===== config.mk =====
export PLATFORM = sky130hd
export DESIGN_NAME = bcr_top
export DESIGN_NICKNAME = d
export VERILOG_FILES = /design/src/bcr_pkg.sv /design/src/bcr_top.sv /design/src/bcr_buf2.sv /design/src/bcr_preset_parse.sv
export VERILOG_INCLUDE_DIRS = /design/src /design/src/src
export SDC_FILE = /design/constraint.sdc
export NUM_CORES = 1
export LEC_CHECK = 0
export CORE_MARGIN = 2
export CORE_UTILIZATION = 34
export DETAILED_ROUTE_END_ITERATION = 12
export DONT_BUFFER_PORTS = 1
export HOLD_SLACK_MARGIN = 0.08
export PLACE_DENSITY = 0.56
export SKIP_LAST_GASP = 1
export SYNTH_ARGS = -nofsm -noshare
export SYNTH_HDL_FRONTEND = slang
export SYNTH_HIERARCHICAL = 1
export SYNTH_SLANG_ARGS = --single-unit

===== constraint.sdc =====
create_clock -name core_clk -period 5.1 [get_ports core_clk]
set_clock_uncertainty 0.2 [all_clocks]
set_input_delay 0.51 -clock core_clk [delete_from_list [all_inputs] [get_ports core_clk]]
set_output_delay 0.51 -clock core_clk [all_outputs]
set_load 0.02 [all_outputs]

===== src/bcr_params.svh =====
// bcr_params.svh: reader block constants
`ifndef BCR_PARAMS_SVH
`define BCR_PARAMS_SVH

`define BCR_CLK_KHZ        20000
`define BCR_HOLD_MS        8000
`define BCR_HOLD_CYC       (`BCR_HOLD_MS * `BCR_CLK_KHZ)
`define BCR_BLINK_MS       250
`define BCR_BLINK_CYC      (`BCR_BLINK_MS * `BCR_CLK_KHZ)
`define BCR_BAUD           9600
`define BCR_BAUD_DIV       12'((`BCR_CLK_KHZ * 1000) / `BCR_BAUD)
`define BCR_DATA_BITS      4'h7
`define BCR_STOP_BITS      2'h1

`define BCR_CTRL_MAX       8'h2F
`define BCR_CH_BANG        8'h21
`define BCR_CH_QUEST       8'h3F
`define BCR_CH_BSLASH      8'h5C

`define BCR_PRESET_AB_MAX  7'h20
`define BCR_PRESET_C_MAX   7'h40
`define BCR_DIG_AB_MIN     7'h01
`define BCR_DIG_AB_MAX     7'h20
`define BCR_DIG_C_MIN      7'h02
`define BCR_DIG_C_MAX      7'h40

`define BCR_RATE_SCANS     4'hA
`define BCR_LED_NUM        5
`define BCR_LED_HALT       5'h10
`define BCR_LED_XFER       5'h15

`endif


===== src/bcr_pkg.sv =====
// bcr_pkg: reader block types
package bcr_pkg;

  typedef enum logic [1:0] {BCR_SYM_OTHER, BCR_SYM_C93, BCR_SYM_C128} bcr_symb_t;

  typedef enum logic [1:0] {BCR_CS_A, BCR_CS_B, BCR_CS_C} bcr_cset_t;

  typedef enum logic [2:0] {
    BCR_SC_DATA,
    BCR_SC_STARTSTOP,
    BCR_SC_CHECK,
    BCR_SC_FUNC,
    BCR_SC_SHIFT,
    BCR_SC_CODESEL
  } bcr_kind_t;

  typedef enum logic [1:0] {BCR_MODE_RUN, BCR_MODE_HALT, BCR_MODE_XFER} bcr_mode_t;

  typedef struct packed {
    bcr_kind_t  kind;
    bcr_cset_t  cset;
    logic [7:0] data;
    logic       last;
  } bcr_sym_char_t;

  typedef struct packed {
    logic       dv;
    logic [7:0] data;
    logic       last;
  } bcr_tx_t;

  typedef struct packed {
    logic       wild;
    logic [7:0] data;
  } bcr_preset_ent_t;

  typedef struct packed {
    bcr_symb_t  symb;
    bcr_cset_t  start_cs;
    logic [6:0] digits;
  } bcr_cfg_t;

  typedef struct packed {
    logic [11:0] baud_div;
    logic [3:0]  data_bits;
    logic        parity_even;
    logic [1:0]  stop_bits;
  } bcr_link_cfg_t;

endpackage : bcr_pkg


===== src/bcr_top.sv =====
// bcr_top: preset entry, symbol filtering and counting, reader modes
// Contract
// unescaped ! or ? becomes wildcard marker
// backslash escapes !, ? or backslash literally
// refuse preset codes 00h-2Fh, never compare
// start/stop and check excluded from count; BCR_SYM_OTHER counts them
// CODE128 function, shift, set selectors uncounted
// CODE128 digits 1-32 for A/B, 2-64 C
// one A/B character equals two C digits
// start/stop and check never sent to host; BCR_SYM_OTHER sends them
// CODE128 function, shift, selectors never sent
// decoded control characters are sent
// avoid CODE93 control characters on multidrop
// halt stops laser, flashes bottom LED
// 8 s switch hold enters settings transfer
// read rate is decodes per 10 scans
// preset at most 32 (A/B) or 64 (C)
// backslash before other character is rejected
`timescale 1ns/1ps
`include "bcr_params.svh"
module bcr_top #(
  parameter int unsigned HOLD_CYC  = `BCR_HOLD_CYC,
  parameter int unsigned BLINK_CYC = `BCR_BLINK_CYC
) (
  input  logic                    core_clk,
  input  logic                    rst,
  input  bcr_pkg::bcr_cfg_t       cfg,
  input  logic                    preset_valid,
  input  logic [7:0]              preset_data,
  input  logic                    preset_last,
  output logic                    preset_done,
  output logic                    preset_ok,
  input  logic                    sym_valid,
  input  bcr_pkg::bcr_sym_char_t  sym,
  output logic                    sym_ready,
  output logic                    tx_valid,
  output bcr_pkg::bcr_tx_t        tx,
  input  logic                    tx_ready,
  output logic                    res_valid,
  output logic                    res_len_ok,
  output logic                    res_match,
  output logic                    cfg_err,
  input  logic                    halt_cmd,
  input  logic                    resume_cmd,
  input  logic                    test_sw,
  input  logic                    xfer_done,
  output logic                    laser_en,
  output logic [`BCR_LED_NUM-1:0] signal_quality_leds,
  output logic                    xfer_wait,
  output bcr_pkg::bcr_link_cfg_t  link_cfg,
  input  logic                    scan_end,
  input  logic                    decode_ok,
  output logic                    rate_valid,
  output logic [3:0]              rate
);

  // preset entry
  logic                     ent_valid, ent_err, str_end;
  bcr_pkg::bcr_preset_ent_t ent;
  bcr_pkg::bcr_preset_ent_t preset_mem [0:63];
  logic [6:0]               wr_idx_r, wr_idx_nxt;
  logic [6:0]               p_len_r, p_len_nxt;
  logic                     p_err_r, p_err_nxt;
  logic                     preset_ok_r, preset_ok_nxt;
  logic                     preset_done_r, preset_done_nxt;
  logic                     mem_we;
  logic [6:0]               p_limit;
  logic                     err_now;

  bcr_preset_parse u_parse (
    .core_clk  (core_clk),
    .rst       (rst),
    .in_valid  (preset_valid),
    .in_data   (preset_data),
    .in_last   (preset_last),
    .ent_valid (ent_valid),
    .ent       (ent),
    .ent_err   (ent_err),
    .str_end   (str_end)
  );

  always_comb begin
    p_limit = (cfg.start_cs == bcr_pkg::BCR_CS_C) ? `BCR_PRESET_C_MAX
                                                   : `BCR_PRESET_AB_MAX;
    mem_we          = 1'b0;
    err_now         = ent_err;
    wr_idx_nxt      = wr_idx_r;
    p_len_nxt       = p_len_r;
    p_err_nxt       = p_err_r;
    preset_ok_nxt   = preset_ok_r;
    preset_done_nxt = 1'b0;
    if (ent_valid) begin
      if (wr_idx_r >= p_limit) begin
        err_now = 1'b1;
      end else begin
        mem_we     = 1'b1;
        wr_idx_nxt = wr_idx_r + 7'h01;
      end
    end
    if (err_now) begin
      p_err_nxt = 1'b1;
    end
    if (str_end) begin
      // a refused string leaves no usable preset behind
      preset_ok_nxt   = ~p_err_nxt & (wr_idx_nxt != 7'h00);
      p_len_nxt       = wr_idx_nxt;
      preset_done_nxt = 1'b1;
      wr_idx_nxt      = 7'h00;
      p_err_nxt       = 1'b0;
    end
  end

  always_ff @(posedge core_clk) begin
    if (mem_we) begin
      preset_mem[wr_idx_r[5:0]] <= ent;
    end
  end

  always_ff @(posedge core_clk) begin
    if (rst) begin
      wr_idx_r      <= 7'h00;
      p_len_r       <= 7'h00;
      p_err_r       <= 1'b0;
      preset_ok_r   <= 1'b0;
      preset_done_r <= 1'b0;
    end else begin
      wr_idx_r      <= wr_idx_nxt;
      p_len_r       <= p_len_nxt;
      p_err_r       <= p_err_nxt;
      preset_ok_r   <= preset_ok_nxt;
      preset_done_r <= preset_done_nxt;
    end
  end

  // decoded symbol stream
  logic                     buf_ready, buf_push;
  bcr_pkg::bcr_tx_t         buf_word;
  logic                     sym_fire, is128, counted, range_ok, hit;
  logic [7:0]               weight, target;
  bcr_pkg::bcr_preset_ent_t cur;
  logic [7:0]               cnt_r, cnt_nxt;
  logic [6:0]               pos_r, pos_nxt;
  logic                     mis_r, mis_nxt;
  logic                     res_valid_r, res_valid_nxt;
  logic                     res_len_ok_r, res_len_ok_nxt;
  logic                     res_match_r, res_match_nxt;
  logic                     cfg_err_r, cfg_err_nxt;

  always_comb begin
    sym_fire = sym_valid & buf_ready;
    is128    = (cfg.symb == bcr_pkg::BCR_SYM_C128);
    // other symbologies count and send every char
    counted  = (cfg.symb == bcr_pkg::BCR_SYM_OTHER) ||
               (sym.kind == bcr_pkg::BCR_SC_DATA);
    // count in set-C digit units: a CODE128 A/B character weighs two
    weight   = (is128 && sym.cset != bcr_pkg::BCR_CS_C) ? 8'h02 : 8'h01;
    target   = (is128 && cfg.start_cs != bcr_pkg::BCR_CS_C) ? {cfg.digits, 1'b0}
                                                             : {1'b0, cfg.digits};
    if (!is128) begin
      range_ok = 1'b1;
    end else if (cfg.start_cs == bcr_pkg::BCR_CS_C) begin
      range_ok = (cfg.digits >= `BCR_DIG_C_MIN) && (cfg.digits <= `BCR_DIG_C_MAX);
    end else begin
      range_ok = (cfg.digits >= `BCR_DIG_AB_MIN) && (cfg.digits <= `BCR_DIG_AB_MAX);
    end
    cur      = preset_mem[pos_r[5:0]];
    hit      = cur.wild | (cur.data == sym.data);
    cnt_nxt        = cnt_r;
    pos_nxt        = pos_r;
    mis_nxt        = mis_r;
    res_valid_nxt  = 1'b0;
    res_len_ok_nxt = res_len_ok_r;
    res_match_nxt  = res_match_r;
    cfg_err_nxt    = ~range_ok;
    buf_push       = 1'b0;
    buf_word       = '0;
    if (sym_fire) begin
      if (counted) begin
        if (cnt_r < 8'hFE) begin
          cnt_nxt = cnt_r + weight;
        end
        if (pos_r >= p_len_r || !hit) begin
          mis_nxt = 1'b1;
        end
        if (pos_r != 7'h7F) begin
          pos_nxt = pos_r + 7'h01;
        end
      end
      // a dropped last character still closes the message with an empty word
      buf_push      = counted | sym.last;
      buf_word.dv   = counted;
      buf_word.data = sym.data;
      buf_word.last = sym.last;
      if (sym.last) begin
        res_valid_nxt  = 1'b1;
        res_len_ok_nxt = range_ok & (cnt_nxt == target);
        res_match_nxt  = preset_ok_r & ~mis_nxt & (pos_nxt == p_len_r);
        cnt_nxt        = 8'h00;
        pos_nxt        = 7'h00;
        mis_nxt        = 1'b0;
      end
    end
  end

  always_ff @(posedge core_clk) begin
    if (rst) begin
      cnt_r        <= 8'h00;
      pos_r        <= 7'h00;
      mis_r        <= 1'b0;
      res_valid_r  <= 1'b0;
      res_len_ok_r <= 1'b0;
      res_match_r  <= 1'b0;
      cfg_err_r    <= 1'b0;
    end else begin
      cnt_r        <= cnt_nxt;
      pos_r        <= pos_nxt;
      mis_r        <= mis_nxt;
      res_valid_r  <= res_valid_nxt;
      res_len_ok_r <= res_len_ok_nxt;
      res_match_r  <= res_match_nxt;
      cfg_err_r    <= cfg_err_nxt;
    end
  end

  // a stalled host costs no word
  bcr_buf2 #(
    .W ($bits(bcr_pkg::bcr_tx_t))
  ) u_buf (
    .core_clk  (core_clk),
    .rst       (rst),
    .in_valid  (buf_push),
    .in_data   (buf_word),
    .in_ready  (buf_ready),
    .out_valid (tx_valid),
    .out_data  (tx),
    .out_ready (tx_ready)
  );

  // reader modes
  bcr_pkg::bcr_mode_t     mode_r, mode_nxt;
  logic [31:0]            hold_cnt_r, hold_cnt_nxt;
  logic [31:0]            blink_cnt_r, blink_cnt_nxt;
  logic                   blink_r, blink_nxt;
  logic [`BCR_LED_NUM-1:0] leds_r, leds_nxt;
  logic                   laser_en_r, laser_en_nxt;
  logic                   xfer_wait_r, xfer_wait_nxt;
  bcr_pkg::bcr_link_cfg_t link_cfg_r;

  always_comb begin
    mode_nxt      = mode_r;
    hold_cnt_nxt  = 32'h0000_0000;
    blink_cnt_nxt = blink_cnt_r + 32'h0000_0001;
    blink_nxt     = blink_r;
    if (blink_cnt_r >= BLINK_CYC - 1) begin
      blink_cnt_nxt = 32'h0000_0000;
      blink_nxt     = ~blink_r;
    end
    if (test_sw) begin
      hold_cnt_nxt = (hold_cnt_r >= HOLD_CYC) ? hold_cnt_r : hold_cnt_r + 32'h0000_0001;
    end
    unique case (mode_r)
      bcr_pkg::BCR_MODE_RUN: begin
        if (halt_cmd) begin
          mode_nxt = bcr_pkg::BCR_MODE_HALT;
        end else if (test_sw && hold_cnt_r == HOLD_CYC - 1) begin
          mode_nxt = bcr_pkg::BCR_MODE_XFER;
        end
      end
      bcr_pkg::BCR_MODE_HALT: begin
        if (resume_cmd) begin
          mode_nxt = bcr_pkg::BCR_MODE_RUN;
        end
      end
      bcr_pkg::BCR_MODE_XFER: begin
        if (xfer_done) begin
          mode_nxt = bcr_pkg::BCR_MODE_RUN;
        end
      end
      default: begin
        mode_nxt = bcr_pkg::BCR_MODE_RUN;
      end
    endcase
    laser_en_nxt  = (mode_nxt != bcr_pkg::BCR_MODE_HALT);
    xfer_wait_nxt = (mode_nxt == bcr_pkg::BCR_MODE_XFER);
    leds_nxt      = '0;
    if (mode_nxt == bcr_pkg::BCR_MODE_HALT && blink_nxt) begin
      leds_nxt = `BCR_LED_HALT;
    end
    if (mode_nxt == bcr_pkg::BCR_MODE_XFER && blink_nxt) begin
      leds_nxt = `BCR_LED_XFER;
    end
  end

  always_ff @(posedge core_clk) begin
    if (rst) begin
      mode_r      <= bcr_pkg::BCR_MODE_RUN;
      hold_cnt_r  <= 32'h0000_0000;
      blink_cnt_r <= 32'h0000_0000;
      blink_r     <= 1'b0;
      leds_r      <= '0;
      laser_en_r  <= 1'b1;
      xfer_wait_r <= 1'b0;
      link_cfg_r  <= '0;
    end else begin
      mode_r      <= mode_nxt;
      hold_cnt_r  <= hold_cnt_nxt;
      blink_cnt_r <= blink_cnt_nxt;
      blink_r     <= blink_nxt;
      leds_r      <= leds_nxt;
      laser_en_r  <= laser_en_nxt;
      xfer_wait_r <= xfer_wait_nxt;
      link_cfg_r  <= '{baud_div: `BCR_BAUD_DIV, data_bits: `BCR_DATA_BITS,
                       parity_even: 1'b1, stop_bits: `BCR_STOP_BITS};
    end
  end

  // read rate
  logic [3:0] scan_cnt_r, scan_cnt_nxt;
  logic [3:0] dec_cnt_r, dec_cnt_nxt;
  logic [3:0] rate_r, rate_nxt;
  logic       rate_valid_r, rate_valid_nxt;
  logic [3:0] dec_sum;

  always_comb begin
    dec_sum        = (decode_ok && dec_cnt_r < `BCR_RATE_SCANS) ? dec_cnt_r + 4'h1
                                                                 : dec_cnt_r;
    dec_cnt_nxt    = dec_sum;
    scan_cnt_nxt   = scan_cnt_r;
    rate_nxt       = rate_r;
    rate_valid_nxt = 1'b0;
    if (scan_end) begin
      scan_cnt_nxt = scan_cnt_r + 4'h1;
      if (scan_cnt_r == `BCR_RATE_SCANS - 4'h1) begin
        rate_nxt       = dec_sum;
        rate_valid_nxt = 1'b1;
        scan_cnt_nxt   = 4'h0;
        dec_cnt_nxt    = 4'h0;
      end
    end
  end

  always_ff @(posedge core_clk) begin
    if (rst) begin
      scan_cnt_r   <= 4'h0;
      dec_cnt_r    <= 4'h0;
      rate_r       <= 4'h0;
      rate_valid_r <= 1'b0;
    end else begin
      scan_cnt_r   <= scan_cnt_nxt;
      dec_cnt_r    <= dec_cnt_nxt;
      rate_r       <= rate_nxt;
      rate_valid_r <= rate_valid_nxt;
    end
  end

  assign preset_done         = preset_done_r;
  assign preset_ok           = preset_ok_r;
  assign sym_ready           = buf_ready;
  assign res_valid           = res_valid_r;
  assign res_len_ok          = res_len_ok_r;
  assign res_match           = res_match_r;
  assign cfg_err             = cfg_err_r;
  assign laser_en            = laser_en_r;
  assign signal_quality_leds = leds_r;
  assign xfer_wait           = xfer_wait_r;
  assign link_cfg            = link_cfg_r;
  assign rate_valid          = rate_valid_r;
  assign rate                = rate_r;

endmodule : bcr_top


===== src/bcr_buf2.sv =====
// bcr_buf2: two-entry valid/ready buffer
`timescale 1ns/1ps
module bcr_buf2 #(
  parameter int W = 10
) (
  input  logic         core_clk,
  input  logic         rst,
  input  logic         in_valid,
  input  logic [W-1:0] in_data,
  output logic         in_ready,
  output logic         out_valid,
  output logic [W-1:0] out_data,
  input  logic         out_ready
);

  logic [W-1:0] head_r, head_nxt, skid_r, skid_nxt;
  logic         head_v_r, head_v_nxt, skid_v_r, skid_v_nxt;
  logic         accept;

  // ready uses only the skid slot: no path from out_ready
  always_comb begin
    accept     = in_valid & ~skid_v_r;
    head_nxt   = head_r;
    head_v_nxt = head_v_r;
    skid_nxt   = skid_r;
    skid_v_nxt = skid_v_r;
    if (head_v_r && out_ready) begin
      head_v_nxt = 1'b0;
    end
    if (!head_v_nxt && skid_v_r) begin
      head_nxt   = skid_r;
      head_v_nxt = 1'b1;
      skid_v_nxt = 1'b0;
    end
    if (accept) begin
      if (!head_v_nxt) begin
        head_nxt   = in_data;
        head_v_nxt = 1'b1;
      end else begin
        skid_nxt   = in_data;
        skid_v_nxt = 1'b1;
      end
    end
  end

  always_ff @(posedge core_clk) begin
    if (rst) begin
      head_r   <= '0;
      skid_r   <= '0;
      head_v_r <= 1'b0;
      skid_v_r <= 1'b0;
    end else begin
      head_r   <= head_nxt;
      skid_r   <= skid_nxt;
      head_v_r <= head_v_nxt;
      skid_v_r <= skid_v_nxt;
    end
  end

  assign in_ready  = ~skid_v_r;
  assign out_valid = head_v_r;
  assign out_data  = head_r;

endmodule : bcr_buf2


===== src/bcr_preset_parse.sv =====
// bcr_preset_parse: escape and wildcard resolution
`timescale 1ns/1ps
`include "bcr_params.svh"
module bcr_preset_parse (
  input  logic                     core_clk,
  input  logic                     rst,
  input  logic                     in_valid,
  input  logic [7:0]               in_data,
  input  logic                     in_last,
  output logic                     ent_valid,
  output bcr_pkg::bcr_preset_ent_t ent,
  output logic                     ent_err,
  output logic                     str_end
);

  logic esc_r, esc_nxt;
  logic is_special;

  always_comb begin
    is_special = (in_data == `BCR_CH_BANG) || (in_data == `BCR_CH_QUEST);
    esc_nxt    = esc_r;
    ent_valid  = 1'b0;
    ent        = '0;
    ent_err    = 1'b0;
    str_end    = in_valid & in_last;
    if (in_valid) begin
      if (esc_r) begin
        esc_nxt = 1'b0;
        if (is_special || in_data == `BCR_CH_BSLASH) begin
          ent_valid = 1'b1;
          ent.data  = in_data;
        end else begin
          ent_err = 1'b1;
        end
      end else if (in_data == `BCR_CH_BSLASH) begin
        esc_nxt = 1'b1;
        // a trailing escape is malformed
        ent_err = in_last;
      end else if (is_special) begin
        ent_valid = 1'b1;
        ent.wild  = 1'b1;
        ent.data  = in_data;
      end else if (in_data <= `BCR_CTRL_MAX) begin
        ent_err = 1'b1;
      end else begin
        ent_valid = 1'b1;
        ent.data  = in_data;
      end
      if (in_last) begin
        esc_nxt = 1'b0;
      end
    end
  end

  always_ff @(posedge core_clk) begin
    if (rst) begin
      esc_r <= 1'b0;
    end else begin
      esc_r <= esc_nxt;
    end
  end

endmodule : bcr_preset_parse


==> run_results.csv <==
group,metric,value,unit
yosys,yosysMostFrequentCell,"edfxtp_1",
clocking,ctsHoldBuffers,30,
yosys,ys_types,80,
critical_path,start_kind,"input pin",
run_status,outcome,"finished clean",
clocking,cts-resized-gates,0,
critical_path,critPathKind,"in -> reg",
clocking,cts-buffers-inserted,75,
power_and_ir_drop,p_leak,0.0105,µW
timing,hold_violations,0,
timing,post-route-period-util,79.8,%
critical_path,r2r-end,"res_match$_SDFFE_PP0P_",
final_layout,fin_util,39.6,%
clocking,clock-sinks,727,
flow_run,max_cap_viol_count,0,
clocking,clk_latency,0.63,ns
final_layout,layout-drive-gt1-share,19.7,%
floorplan,start_util,34.4,%
final_layout,nFillCells,8016,
floorplan,fp.dieH,301,µm
timing,final.setup.tns,0,ns
yosys,yosysSeqAreaShare,67.7,%
yosys,synth_compound_area_share,5.03,%
power_and_ir_drop,peakVddDrop,0.000252,V
global_route,grt_overflow,0,
drt,post_drt_wl_per_cell,23.1,µm
yosys,yosys-top-cells-count,"edfxtp_1, nor2_1, dfxtp_1",
timing,setup_violations,0,
timing,max_freq,246,MHz
yosys,synth-simple-area-share,9.00,%
critical_path,reg2reg_depth,9,
floorplan,io-pin-count,94,
drt,firstDrtPassIters,6,
floorplan,dieArea,90700,µm²
floorplan,rows,108,
drt,routed_wirelength,76.2,mm
drt,vias_per_cell,5.33,
clocking,postCtsSetupBuffers,0,
clocking,cts_tree,"done",
timing,tightest_slew,1.08,ns
yosys,synthAdderAreaFrac,0.817,%
placed_design,gp_congestion,0.835,
drt,drc,0,
yosys,synth_area_leaders,"edfxtp_1, dfxtp_1, mux4_2",
critical_path,cp-end-kind,"register",
yosys,synthCells,1972,
yosys,ys.flop_type,"edfxtp_1",
yosys,synth_top_family_by_area,"multiplexers",
critical_path,crit_fanout,9,
critical_path,worstPathRequired,5.15,ns
placed_design,port-buffer-count,0,
worst_hold_path,min_to,"p_err_r$_SDFF_PP0_",
critical_path,reg2reg_slack,1.06,ns
timing,maxSlewHeadroom,27.8,%
yosys,synth.area.mux_share,12.1,%
drt,via_count,17600,
critical_path,cp.arrival,4.12,ns
yosys,synth_area_leader_cell,"edfxtp_1",
placed_design,hpwlAfterDp,48.7,mm
yosys,synthArstFlopShare,0,%
power_and_ir_drop,p_per_area,363,nW/µm²
yosys,synth_top_area_share,57.6,%
clocking,cts_max_level,3,
global_route,antenna_found_initial,1,
yosys,avgSynthCellArea,15.2,µm²
floorplan,core,87200,µm²
timing,rsz0062_at_grt,"false",
worst_hold_path,hp-class,"in -> reg",
final_layout,area_growth,15.0,%
yosys,ys_ff_latch,727,
global_route,grtUsageTotal,16.7,%
clocking,cts_buffer_depth,3,
floorplan,dieWidth,301,µm
clocking,clkTransAtPathRegs,0.06,ns
timing,period_needed,4.07,ns
yosys,ys_warn_count,6,
yosys,synth_edf_count,576,
timing,slew_violations,0,
global_route,grt_max_degree,65,
drt,drt_iter0_markers,1953,
worst_hold_path,holdPathStages,3,
drt,ant_nets,0,
global_route,grt_pass1_vias,17500,
clocking,root_buffer,"clkbuf_16",
worst_hold_path,min_from,"preset_valid",
final_layout,nets,2139,
global_route,grt_pass1_wl,114,mm
yosys,syn_area,30000,µm²
yosys,synth_xor_xnor_area_share,2.48,%
## per-layer routing
metal  up-vias  wire (µm)  GRT usage (%)
met4         0       2160           5.35
met2       675      35000           25.8
li1       7778          -              -
met1      8968      34100           24.1
met3       132       4900           2.92
met5         -          0              0
## logic make-up after synthesis
logic type      after synthesis
flops                       727
simple gates                549
compound gates              232
mux                         205
buf+inv                     154
xor+xnor                     85
fa+ha+maj                    19
other cells                   1
## how the worst max path moves through the flow
stage                               from                           to  slack [ns]  depth (start not counted)
after floorplan           preset_data[3]   preset_mem[0][0]$_DFFE_PP_        0.20                          4
after global placement    preset_data[3]  preset_mem[33][0]$_DFFE_PP_        0.52                          8
after detailed placement  preset_data[3]  preset_mem[34][6]$_DFFE_PP_        0.47                          8
after CTS                       register       res_match$_SDFFE_PP0P_        1.11                          9
after global routing      preset_data[3]  preset_mem[33][5]$_DFFE_PP_        0.85                          8
final                     preset_data[3]  preset_mem[33][4]$_DFFE_PP_        1.03                          8
## flip-flops by register name, indices dropped and copies added (netlist names), 2 cells and up, named ones only
register	count
blink_cnt_r	32
cnt_r	8
dec_cnt_r	4
hold_cnt_r	32
mode_r	2
p_len_r	7
pos_r	7
preset_mem	576
rate	4
scan_cnt_r	4
signal_quality_leds	2
u_buf/out_data	10
u_buf/skid_r	10
wr_idx_r	7
## through the flow
stage                     hold slack, ns  instance area (µm²)  setup WS [ns]  instances  total power [µW]
after floorplan                    0.230                30100          0.204       1992              6860
after global placement             0.239                31600          0.518       3123              6970
after detailed placement           0.244                31600          0.470       3123              6980
after CTS                         0.0869                34500           1.11       3291             12600
after global routing               0.129                34500          0.849       3291             12900
final                              0.102                34500           1.03       3292             12500
## report_power, final
| part | internal, µW | switching (µW) | total (µW) | leakage (µW) |
|---|---|---|---|---|
| Sequential | 6420 | 49.5 | 6470 | 0.00608 |
| Combinational | 140 | 272 | 412 | 0.00321 |
| Clock | 3300 | 2350 | 5650 | 0.00125 |
## worst max-delay path, stage by stage
cell	delay (ns)
or4_1	0.54
o21ai_0	0.30
o21ai_1	0.33
nor2_1	0.45
inv_1	0.13
nor3_1	0.38
nand2_1	0.64
nor2_1	0.84
## area by class of cell
class | count | area [µm²] | area share (%)
Inverter | 41 | 154 | 0.446
Clock inverter | 50 | 563 | 1.63
Antenna cell | 1 | 2.50 | 0.00725
Sequential cell | 727 | 20300 | 58.9
Timing Repair Buffer | 119 | 1050 | 3.04
Tap cell | 1155 | 1450 | 4.19
Clock buffer | 88 | 2000 | 5.79
Multi-Input combinational cell | 1111 | 8970 | 26.0
## cells in the final DEF, fill, tap and decap left out, drive strengths merged, types with 54 or more instances in the layout
master / n
nand3: 60
a21oi: 57
mux4: 122
dfxtp: 151
nand2: 88
nor2: 195
buf: 90
clkbuf: 88
edfxtp: 576
mux2: 54
Note: power is estimated with default switching activity, not from simulation.
